$ cat src/include/cctc_pkg.sv
// cctc_pkg: constants and carriers for the capture/compare timer channels
// assumes one 100 MHz clock; register byte address is four times the index
package cctc_pkg;

  localparam int NCH_MAX = 8;

  // register indices
  localparam logic [5:0] IDX_DIR = 6'h00;
  localparam logic [5:0] IDX_FORCE = 6'h01;
  localparam logic [5:0] IDX_CNT = 6'h04;
  localparam logic [5:0] IDX_CTL1 = 6'h06;
  localparam logic [5:0] IDX_OMOL = 6'h09;
  localparam logic [5:0] IDX_EDGE = 6'h0B;
  localparam logic [5:0] IDX_IE = 6'h0C;
  localparam logic [5:0] IDX_CTL2 = 6'h0D;
  localparam logic [5:0] IDX_FLAG = 6'h0E;
  localparam logic [5:0] IDX_VAL0 = 6'h10;
  localparam logic [5:0] IDX_PD = 6'h2C;
  localparam logic [5:0] IDX_PTPS = 6'h2E;
  localparam logic [5:0] IDX_PORT = 6'h30;

  // field positions
  localparam int CTL1_TEN = 7;
  localparam int CTL1_PRECISION_PRESCALE_SELECT = 3;
  localparam int CTL2_PR_LSB = 0;

  // reset values
  localparam logic [15:0] VAL_RST = 16'h0000;
  localparam logic [7:0] REG_RST = 8'h00;

  // per-channel control carrier
  typedef struct packed {
    logic dir;
    logic om;
    logic ol;
    logic [1:0] edge_sel;
    logic pd;
    logic ie;
  } cctc_ctl_s;

  // channel state
  typedef struct packed {
    logic s1;
    logic s2;
    logic s3;
    logic [15:0] value;
    logic flag;
    logic oc;
  } cctc_chan_s;

  // timer state
  typedef struct packed {
    logic [7:0] dir;
    logic [7:0] ie;
    logic [7:0] pd;
    logic [7:0] ptps;
    logic [7:0] port;
    logic timer_run_enable;
    logic precision_prescale_select;
    logic [2:0] pr;
    logic [15:0] omol;
    logic [15:0] edge_sel;
    logic [15:0] counter;
    logic [7:0] pre;
    logic [7:0] lim;
    logic step;
    logic done;
    logic [31:0] rdata;
  } cctc_main_s;

endpackage : cctc_pkg

$ cat src/design/cctc_channel.sv
// cctc_channel: one capture/compare channel with its pin logic
// assumes counter and step come from the timer on the same clock
`timescale 1ns/1ns
module cctc_channel
  import cctc_pkg::*;
(
  input wire logic clock,
  input wire logic sys_rst,
  input wire logic pin_in,
  input wire cctc_ctl_s ctl,
  input wire logic timer_run_enable,
  input wire logic [15:0] counter,
  input wire logic step,
  input wire logic wr_val,
  input wire logic [1:0] wr_be,
  input wire logic [15:0] wr_data,
  input wire logic clr,
  input wire logic force_cmp,
  input wire logic port_bit,
  output logic [15:0] value,
  output logic flag,
  output logic pin_out,
  output logic pin_oe_n,
  output logic irq
);

  cctc_chan_s st;
  cctc_chan_s nx;
  logic rise;
  logic fall;
  logic cap;
  logic match;

  always_comb begin
    nx = st;
    nx.s1 = pin_in;
    nx.s2 = st.s1;
    nx.s3 = st.s2;
    rise = st.s2 & ~st.s3;
    fall = ~st.s2 & st.s3;
    cap = ~ctl.dir & ((ctl.edge_sel[0] & rise) | (ctl.edge_sel[1] & fall));
    match = ctl.dir & step & (counter == st.value);
    if (cap) begin
      nx.value = counter;
    end else if (ctl.dir & wr_val) begin
      // capture channels ignore writes
      if (wr_be[0]) nx.value[7:0] = wr_data[7:0];
      if (wr_be[1]) nx.value[15:8] = wr_data[15:8];
    end
    if (match | (ctl.dir & force_cmp)) begin
      case ({ctl.om, ctl.ol})
        2'b01: nx.oc = ~st.oc;
        2'b10: nx.oc = 1'b0;
        2'b11: nx.oc = 1'b1;
        default: nx.oc = st.oc;
      endcase
    end
    // a new event beats a clear in the same cycle
    nx.flag = cap | match | (st.flag & ~(clr & timer_run_enable));
  end

  always_ff @(posedge clock or posedge sys_rst) begin
    if (sys_rst) begin
      st <= '0;
    end else begin
      st <= nx;
    end
  end

  assign value = st.value;
  assign flag = st.flag;
  assign irq = st.flag & ctl.ie;
  // port latch shows whenever the timer does not own the pin
  assign pin_out = (ctl.dir & (ctl.om | ctl.ol) & ~ctl.pd) ? st.oc : port_bit;
  assign pin_oe_n = ~ctl.dir;
endmodule : cctc_channel

$ cat src/design/cctc_timer.sv
// cctc_timer: 16-bit timer with capture/compare channels, Avalon-MM slave
// assumes pins are asynchronous and software follows the bus timing below
//
// Contract
// - value register latches counter on capture, is match value on compare
// - value writes work in compare mode, ignored in capture mode
// - all value registers reset to zero
// - absent channel value registers ignore writes and read zero
// - disconnect bit zero lets compare action reach pin; never affects capture
// - disconnect bit one blocks pin action but flag still sets
// - disconnect bits reset zero, read/write anytime, absent bits read zero
// - precision select set: divide bus clock by divider field plus one
// - new prescale factor applies only when prescale counter wraps to zero, or at once while the timer is stopped
// - precision select clear: coarse field divides by power of two to 128
// - direction clear means capture; active edge copies counter to value
// - capture sets flag; interrupt request only while enable bit set
// - writing one clears flag only while timer enabled
// - direction set means compare; equality sets flag and applies action
// - mode and level both zero leave pin unchanged
// - mode/level: 01 toggle, 10 low, 11 high
// - force bit applies compare action at once without setting flag, only while timer enabled
// - port writes go to a latch shown when pin is general purpose
// - edge select: 00 off, 01 rising, 10 falling, 11 both
`timescale 1ns/1ns
module cctc_timer
  import cctc_pkg::*;
#(
  parameter int NUM_CH = 2
)
(
  input wire logic clock,
  input wire logic sys_rst,
  input wire logic [7:0] avs_address,
  input wire logic avs_read,
  input wire logic avs_write,
  input wire logic [31:0] avs_writedata,
  input wire logic [3:0] avs_byteenable,
  output logic [31:0] avs_readdata,
  output logic avs_waitrequest,
  input wire logic [NUM_CH-1:0] pin_in,
  output logic [NUM_CH-1:0] pin_out,
  output logic [NUM_CH-1:0] pin_oe_n,
  output logic [NUM_CH-1:0] chan_irq
);

  localparam logic [7:0] CH_MASK = 8'((1 << NUM_CH) - 1);
  localparam logic [15:0] PAIR_MASK = 16'((1 << (2 * NUM_CH)) - 1);

  cctc_main_s st;
  cctc_main_s nx;
  logic [5:0] idx;
  logic req;
  logic wacc;
  logic wlo;
  logic whi;
  logic tick;
  logic [7:0] lim_new;
  logic [7:0] wd8;
  logic [31:0] rd;
  logic [15:0] ch_val [NCH_MAX];
  logic [NCH_MAX-1:0] ch_flag;
  logic [NCH_MAX-1:0] clr_vec;
  logic [NCH_MAX-1:0] force_vec;
  logic [NCH_MAX-1:0] wval_vec;

  assign idx = avs_address[7:2];
  assign req = avs_read | avs_write;
  assign wacc = avs_write & st.done;
  assign wlo = wacc & avs_byteenable[0];
  assign whi = wacc & avs_byteenable[1];
  assign wd8 = avs_writedata[7:0];
  assign tick = st.pre == st.lim;

  ////////////////////////////////////////////////////////////////////////////
  // write pulses toward the channels
  always_comb begin
    clr_vec = '0;
    force_vec = '0;
    wval_vec = '0;
    for (int i = 0; i < NCH_MAX; i++) begin
      if (wlo && idx == IDX_FLAG) begin
        clr_vec[i] = wd8[i] & CH_MASK[i];
      end
      if (wlo && idx == IDX_FORCE) begin
        force_vec[i] = wd8[i] & CH_MASK[i] & st.timer_run_enable;
      end
      if (idx == IDX_VAL0 + 6'(2 * i)) begin
        wval_vec[i] = wacc & CH_MASK[i];
      end
    end
  end

  ////////////////////////////////////////////////////////////////////////////
  // read multiplexer
  always_comb begin
    rd = 32'h0000_0000;
    case (idx)
      IDX_DIR: rd[7:0] = st.dir;
      IDX_CNT: rd[15:0] = st.counter;
      IDX_CTL1: begin
        rd[CTL1_TEN] = st.timer_run_enable;
        rd[CTL1_PRECISION_PRESCALE_SELECT] = st.precision_prescale_select;
      end
      IDX_OMOL: rd[15:0] = st.omol;
      IDX_EDGE: rd[15:0] = st.edge_sel;
      IDX_IE: rd[7:0] = st.ie;
      IDX_CTL2: rd[CTL2_PR_LSB +: 3] = st.pr;
      IDX_FLAG: rd[7:0] = ch_flag & CH_MASK;
      IDX_PD: rd[7:0] = st.pd;
      IDX_PTPS: rd[7:0] = st.ptps;
      IDX_PORT: rd[7:0] = st.port;
      default: begin
        // value registers; absent ones read zero
        if (idx[5:4] == 2'b01 && !idx[0]) begin
          rd[15:0] = ch_val[idx[3:1]];
        end
      end
    endcase
  end

  ////////////////////////////////////////////////////////////////////////////
  // next state
  always_comb begin
    nx = st;
    // one wait cycle per request; read data registered in that cycle
    nx.done = req & ~st.done;
    if (req && !st.done) begin
      nx.rdata = rd;
    end
    nx.step = 1'b0;
    if (st.precision_prescale_select) begin
      lim_new = st.ptps;
    end else begin
      lim_new = 8'((9'h001 << st.pr) - 9'h001);
    end
    if (!st.timer_run_enable) begin
      nx.pre = 8'h00;
      nx.lim = lim_new;
    end else if (tick) begin
      // divisor reloads only at the all-zero point
      nx.pre = 8'h00;
      nx.lim = lim_new;
      nx.counter = st.counter + 16'h0001;
      nx.step = 1'b1;
    end else begin
      nx.pre = st.pre + 8'h01;
    end
    if (wlo) begin
      case (idx)
        IDX_DIR: nx.dir = wd8 & CH_MASK;
        IDX_CTL1: begin
          nx.timer_run_enable = wd8[CTL1_TEN];
          nx.precision_prescale_select = wd8[CTL1_PRECISION_PRESCALE_SELECT];
        end
        IDX_OMOL: nx.omol[7:0] = wd8 & PAIR_MASK[7:0];
        IDX_EDGE: nx.edge_sel[7:0] = wd8 & PAIR_MASK[7:0];
        IDX_IE: nx.ie = wd8 & CH_MASK;
        IDX_CTL2: nx.pr = wd8[CTL2_PR_LSB +: 3];
        IDX_PD: nx.pd = wd8 & CH_MASK;
        IDX_PTPS: nx.ptps = wd8;
        IDX_PORT: nx.port = wd8 & CH_MASK;
        default: nx.pr = st.pr;
      endcase
    end
    if (whi) begin
      case (idx)
        IDX_OMOL: nx.omol[15:8] = avs_writedata[15:8] & PAIR_MASK[15:8];
        IDX_EDGE: nx.edge_sel[15:8] = avs_writedata[15:8] & PAIR_MASK[15:8];
        default: nx.pr = nx.pr;
      endcase
    end
  end

  always_ff @(posedge clock or posedge sys_rst) begin
    if (sys_rst) begin
      st <= '0;
    end else begin
      st <= nx;
    end
  end

  assign avs_readdata = st.rdata;
  assign avs_waitrequest = req & ~st.done;

  ////////////////////////////////////////////////////////////////////////////
  // channels
  for (genvar g = 0; g < NCH_MAX; g++) begin : g_ch
    if (g < NUM_CH) begin : g_on
      cctc_ctl_s ctl;
      logic [15:0] val;
      logic flg;
      assign ctl.dir = st.dir[g];
      assign ctl.om = st.omol[2 * g + 1];
      assign ctl.ol = st.omol[2 * g];
      assign ctl.edge_sel = st.edge_sel[2 * g +: 2];
      assign ctl.pd = st.pd[g];
      assign ctl.ie = st.ie[g];
      cctc_channel u_ch (
        .clock(clock),
        .sys_rst(sys_rst),
        .pin_in(pin_in[g]),
        .ctl(ctl),
        .timer_run_enable(st.timer_run_enable),
        .counter(st.counter),
        .step(st.step),
        .wr_val(wval_vec[g]),
        .wr_be(avs_byteenable[1:0]),
        .wr_data(avs_writedata[15:0]),
        .clr(clr_vec[g]),
        .force_cmp(force_vec[g]),
        .port_bit(st.port[g]),
        .value(val),
        .flag(flg),
        .pin_out(pin_out[g]),
        .pin_oe_n(pin_oe_n[g]),
        .irq(chan_irq[g])
      );
      assign ch_val[g] = val;
      assign ch_flag[g] = flg;
    end else begin : g_off
      assign ch_val[g] = VAL_RST;
      assign ch_flag[g] = 1'b0;
    end
  end
endmodule : cctc_timer

$ cat config.mk
export PLATFORM = sky130hd
export DESIGN_NAME = cctc_timer
export DESIGN_NICKNAME = d
export VERILOG_FILES = /design/src/include/cctc_pkg.sv /design/src/design/cctc_channel.sv /design/src/design/cctc_timer.sv
export SDC_FILE = /design/constraint.sdc
export NUM_CORES = 1
export LEC_CHECK = 0
export BUFFER_PORTS_ARGS = -buffer_cell sky130_fd_sc_hd__buf_2
export CORE_UTILIZATION = 62
export CTS_BUF_LIST = sky130_fd_sc_hd__clkbuf_8
export CTS_CLUSTER_DIAMETER = 80
export DETAILED_ROUTE_END_ITERATION = 16
export GPL_TIMING_DRIVEN = 0
export MAX_ROUTING_LAYER = met4
export PLACE_DENSITY = 0.91
export SLEW_MARGIN = 20
export SYNTH_ARGS = -nofsm -noshare
export SYNTH_HDL_FRONTEND = slang
export SYNTH_SLANG_ARGS = --single-unit
$ cat constraint.sdc
create_clock -name clock -period 6.19 [get_ports clock]
set_input_delay 0.619 -clock clock [delete_from_list [all_inputs] [get_ports clock]]
set_output_delay 0.619 -clock clock [all_outputs]
set_load 0.05 [all_outputs]
==> impl_results.md <==
* Outcome: complete, no violations
* Total internal power at 1582 uW
* Clock buffer depth at 2
* Total Neg Setup Slack at 0 ns
* Routed WL at 18470 um
* WP data required at 5.57 ns
* WL/cell at 20.20 um
* Core area at 10840 um2
* Largest net degree at the start of global routing at 84
* Crit Path Class: reg -> out
* Register area at 3028 um2
* Post-cts hold buffer count at 0
* GPL Wtd Cong at 0.9264
* Top cell by count, worst path: clkbuf_1
* Post-route ant nets at 0
* # fillers at 792
* Post-layout min period at 3.292 ns
* Main flop type after synthesis: dfrtp_1
* Mapped Area at 6882 um2
* Critical-path top delay cell: clkbuf_1
* Worst Path Max Fanout at 11
* CTS Buf Count at 17
* Logic pwr share at 24.3%
* Register area share after synthesis at 44.00%
* Total track usage at 35.41%
* Clk_lat worst skew at 0.45 ns
* Die Footprint at 11530 um2
* Slew Limit Fails at 0
* Synth area leader: dfrtp_1
* Final WS setup at 2.898 ns
* Die Span Y at 107.4 um
* Layout area overhead at 13.85%
* Leakage at 0.003650 uW
* Vias/cell at 6.151
* RSZ-0062 raised after global routing: false
* DP Worst Slack at 3.101 ns
* CTS Sinks at 121
* Synth Register Bits at 121
* Multiplexer area fraction after synthesis at 13.89%
* Max-Cap Viols at 0
* Sw power at 785.4 uW
* Fin nets at 814
* Diode count at 0
* Starting Density at 63.48%
* Post-DP HPWL at 12940 um
* Initial antenna violation count at 0
* Fin Clk Skew at 0.009280 ns
* Post-CTS Setup Bufs at 0
* Adder-Cell Fraction of Synth Area at 0.5455%
* Startpoint class of the critical path: register
* DRC Markers at 0
* CP bufs+invs at 4
* Yosys cell types at 60
* Top cell type's share of synthesized area at 44.00%
* I/O pins at 89
* Reg2reg setup slack at 3.81 ns
* Post_cts resized at 0
* Power Dens Cells at 302.1 nW/um2
* Largest family of logic cells by synthesized area: simple AND/OR/NAND/NOR gates
* XOR/XNOR share of the synthesized area at 7.891%
* Critical path's top delay family: buffers and inverters
* EDFF count, synth at 0
* Vias in the first global route at 5678
* Post-synthesis cell count at 675
* Critical Path End Type: primary output
* Max IR drop VDD at 0.2588 mV
* Clock share of power at 32.2%
* CP Cell Sequence: or2_2, clkbuf_1, inv_1, clkbuf_1, buf_2
* CTS tree: yes
* CTS clk-pin slew, worst paths at 0.07 ns
* Root Buffer: clkbuf_8
* Via count at 5622
* Slew headroom at 33.00%
* Share of cells above drive strength 1 at 25.19%
* Final Hold Vio Count at 0
* WP data arrival at 2.67 ns
* Synth area leaders: dfrtp_1 44%, mux2_2 7.2%, mux2i_1 6.7%
* TritonRoute pass-1 iters at 5
* Synthesis Warnings at 0
* Utilization after layout at 72.28%
* CTS H-Tree Depth at 4
* Flop pwr share at 43.5%
* # setup viols final at 0
* Post-synthesis async set-or-reset flop share at 100.0%
* Hold WC Path Type: in -> async
* Synth Area in Compound Gates at 10.47%
* Fin crit share at 53.18%
* Fmax at 303.8 MHz
* GRT overflow at 0
* Sw frac at 33.18%
* DRT iter0 DRCs at 499
* Port buffer count at 51
* CP peak stage delay at 0.47 ns
* Global-route wire length before repair at 29260 um
* Multi-input logic area at 3371 um2
* FP Rows at 38
* Worst-margin pin slew at 0.9967 ns
* Synth Area in Simple Gates at 15.20%
* Syn Area/Cell at 10.19 um2
* Die span in x at 107.4 um
[worst paths after layout]
check,start,endpoint,depth (start not counted)
setup / recovery,st[32],avs_waitrequest,5
hold reg to reg,g_ch[0].g_on.u_ch.nx[19],g_ch[0].g_on.u_ch.nx[18],0
max in group asynchronous,sys_rst,st[37],3
setup reg to reg,g_ch[1].g_on.ctl[6],g_ch[1].g_on.u_ch.value[8],5
min in group clock,pin_in[0],g_ch[0].g_on.u_ch.nx[19],1
hold / removal,sys_rst,avs_readdata[14],2
[kinds of logic after synthesis]
kind of cell,after synthesis
AND/OR/NAND/NOR,202
flip-flops,121
AO/OA/AOI/OAI,101
buffers and inverters,95
multiplexers,90
XOR/XNOR,62
adder cells (fa/ha/maj),3
other,1
[power by group through the flow]
| stage | Sequential, uW | Combinational, uW | Clock (uW) |
|---|---|---|---|
| global placement | 1030 | 534 | 0 |
| CTS | 1030 | 568 | 764 |
| finish | 1030 | 575 | 762 |
| global route | 1040 | 625 | 797 |
| floorplan | 1010 | 436 | 0 |
| detailed placement | 1040 | 560 | 0 |
[layer usage]
metal / share of wire (%) / GRT usage (%)
met4: 3.1 / 16.24
met2: 49 / 56.18
met3: 7.8 / 8.596
met1: 40 / 42.97
met5: 0 / -
[layout make-up]
class	instances	share of cell area (%)
Multi-Input combinational cell	474	43.02
Buffer	84	6.452
Timing Repair Buffer	52	3.609
Tap cell	140	2.236
Inverter	11	0.5909
Sequential cell	121	38.65
Clock buffer	22	3.865
Clock inverter	10	1.581
[flip-flops by register name, indices dropped and copies added (netlist names)]
register              count
avs_readdata             16
g_ch.g_on.ctl            14
g_ch.g_on.u_ch.flag       2
g_ch.g_on.u_ch.nx         4
g_ch.g_on.u_ch.st         4
g_ch.g_on.u_ch.value     32
st                       49
[layout by cell type (no fill, tap or decap), drive strengths merged, types with 15 or more instances in the layout]
| master | Yosys | final |
|---|---|---|
| dfrtp | 121 | 121 |
| buf | 54 | 106 |
| nand2 | 60 | 60 |
| clkbuf | 30 | 52 |
| o21ai | 48 | 48 |
| mux2i | 46 | 46 |
| mux2 | 44 | 44 |
| nor2 | 44 | 44 |
| xor2 | 37 | 37 |
| xnor2 | 25 | 25 |
| conb | 1 | 16 |
| nand3 | 15 | 15 |
| a21oi | 15 | 15 |
[cell usage after synthesis (all sizes together), types with 9 or more instances]
master,number
a21oi,15
a221oi,9
and3,10
buf,54
clkbuf,30
dfrtp,121
inv,11
mux2,44
mux2i,46
nand2,60
nand3,15
nand4,12
nor2,44
nor3,10
nor4,10
o21ai,48
xnor2,25
xor2,37
[through the flow]
step	instances	hold WS (ns)	total power [uW]	instance area, um2
after floorplan	690	0.3312	1441	6938
after global placement	881	0.3439	1560	7368
after detailed placement	882	0.3404	1598	7402
after CTS	914	0.1591	2357	7829
after global routing	914	0.1754	2464	7835
final	914	0.1593	2367	7835
Power figures use the tool's default switching activity.
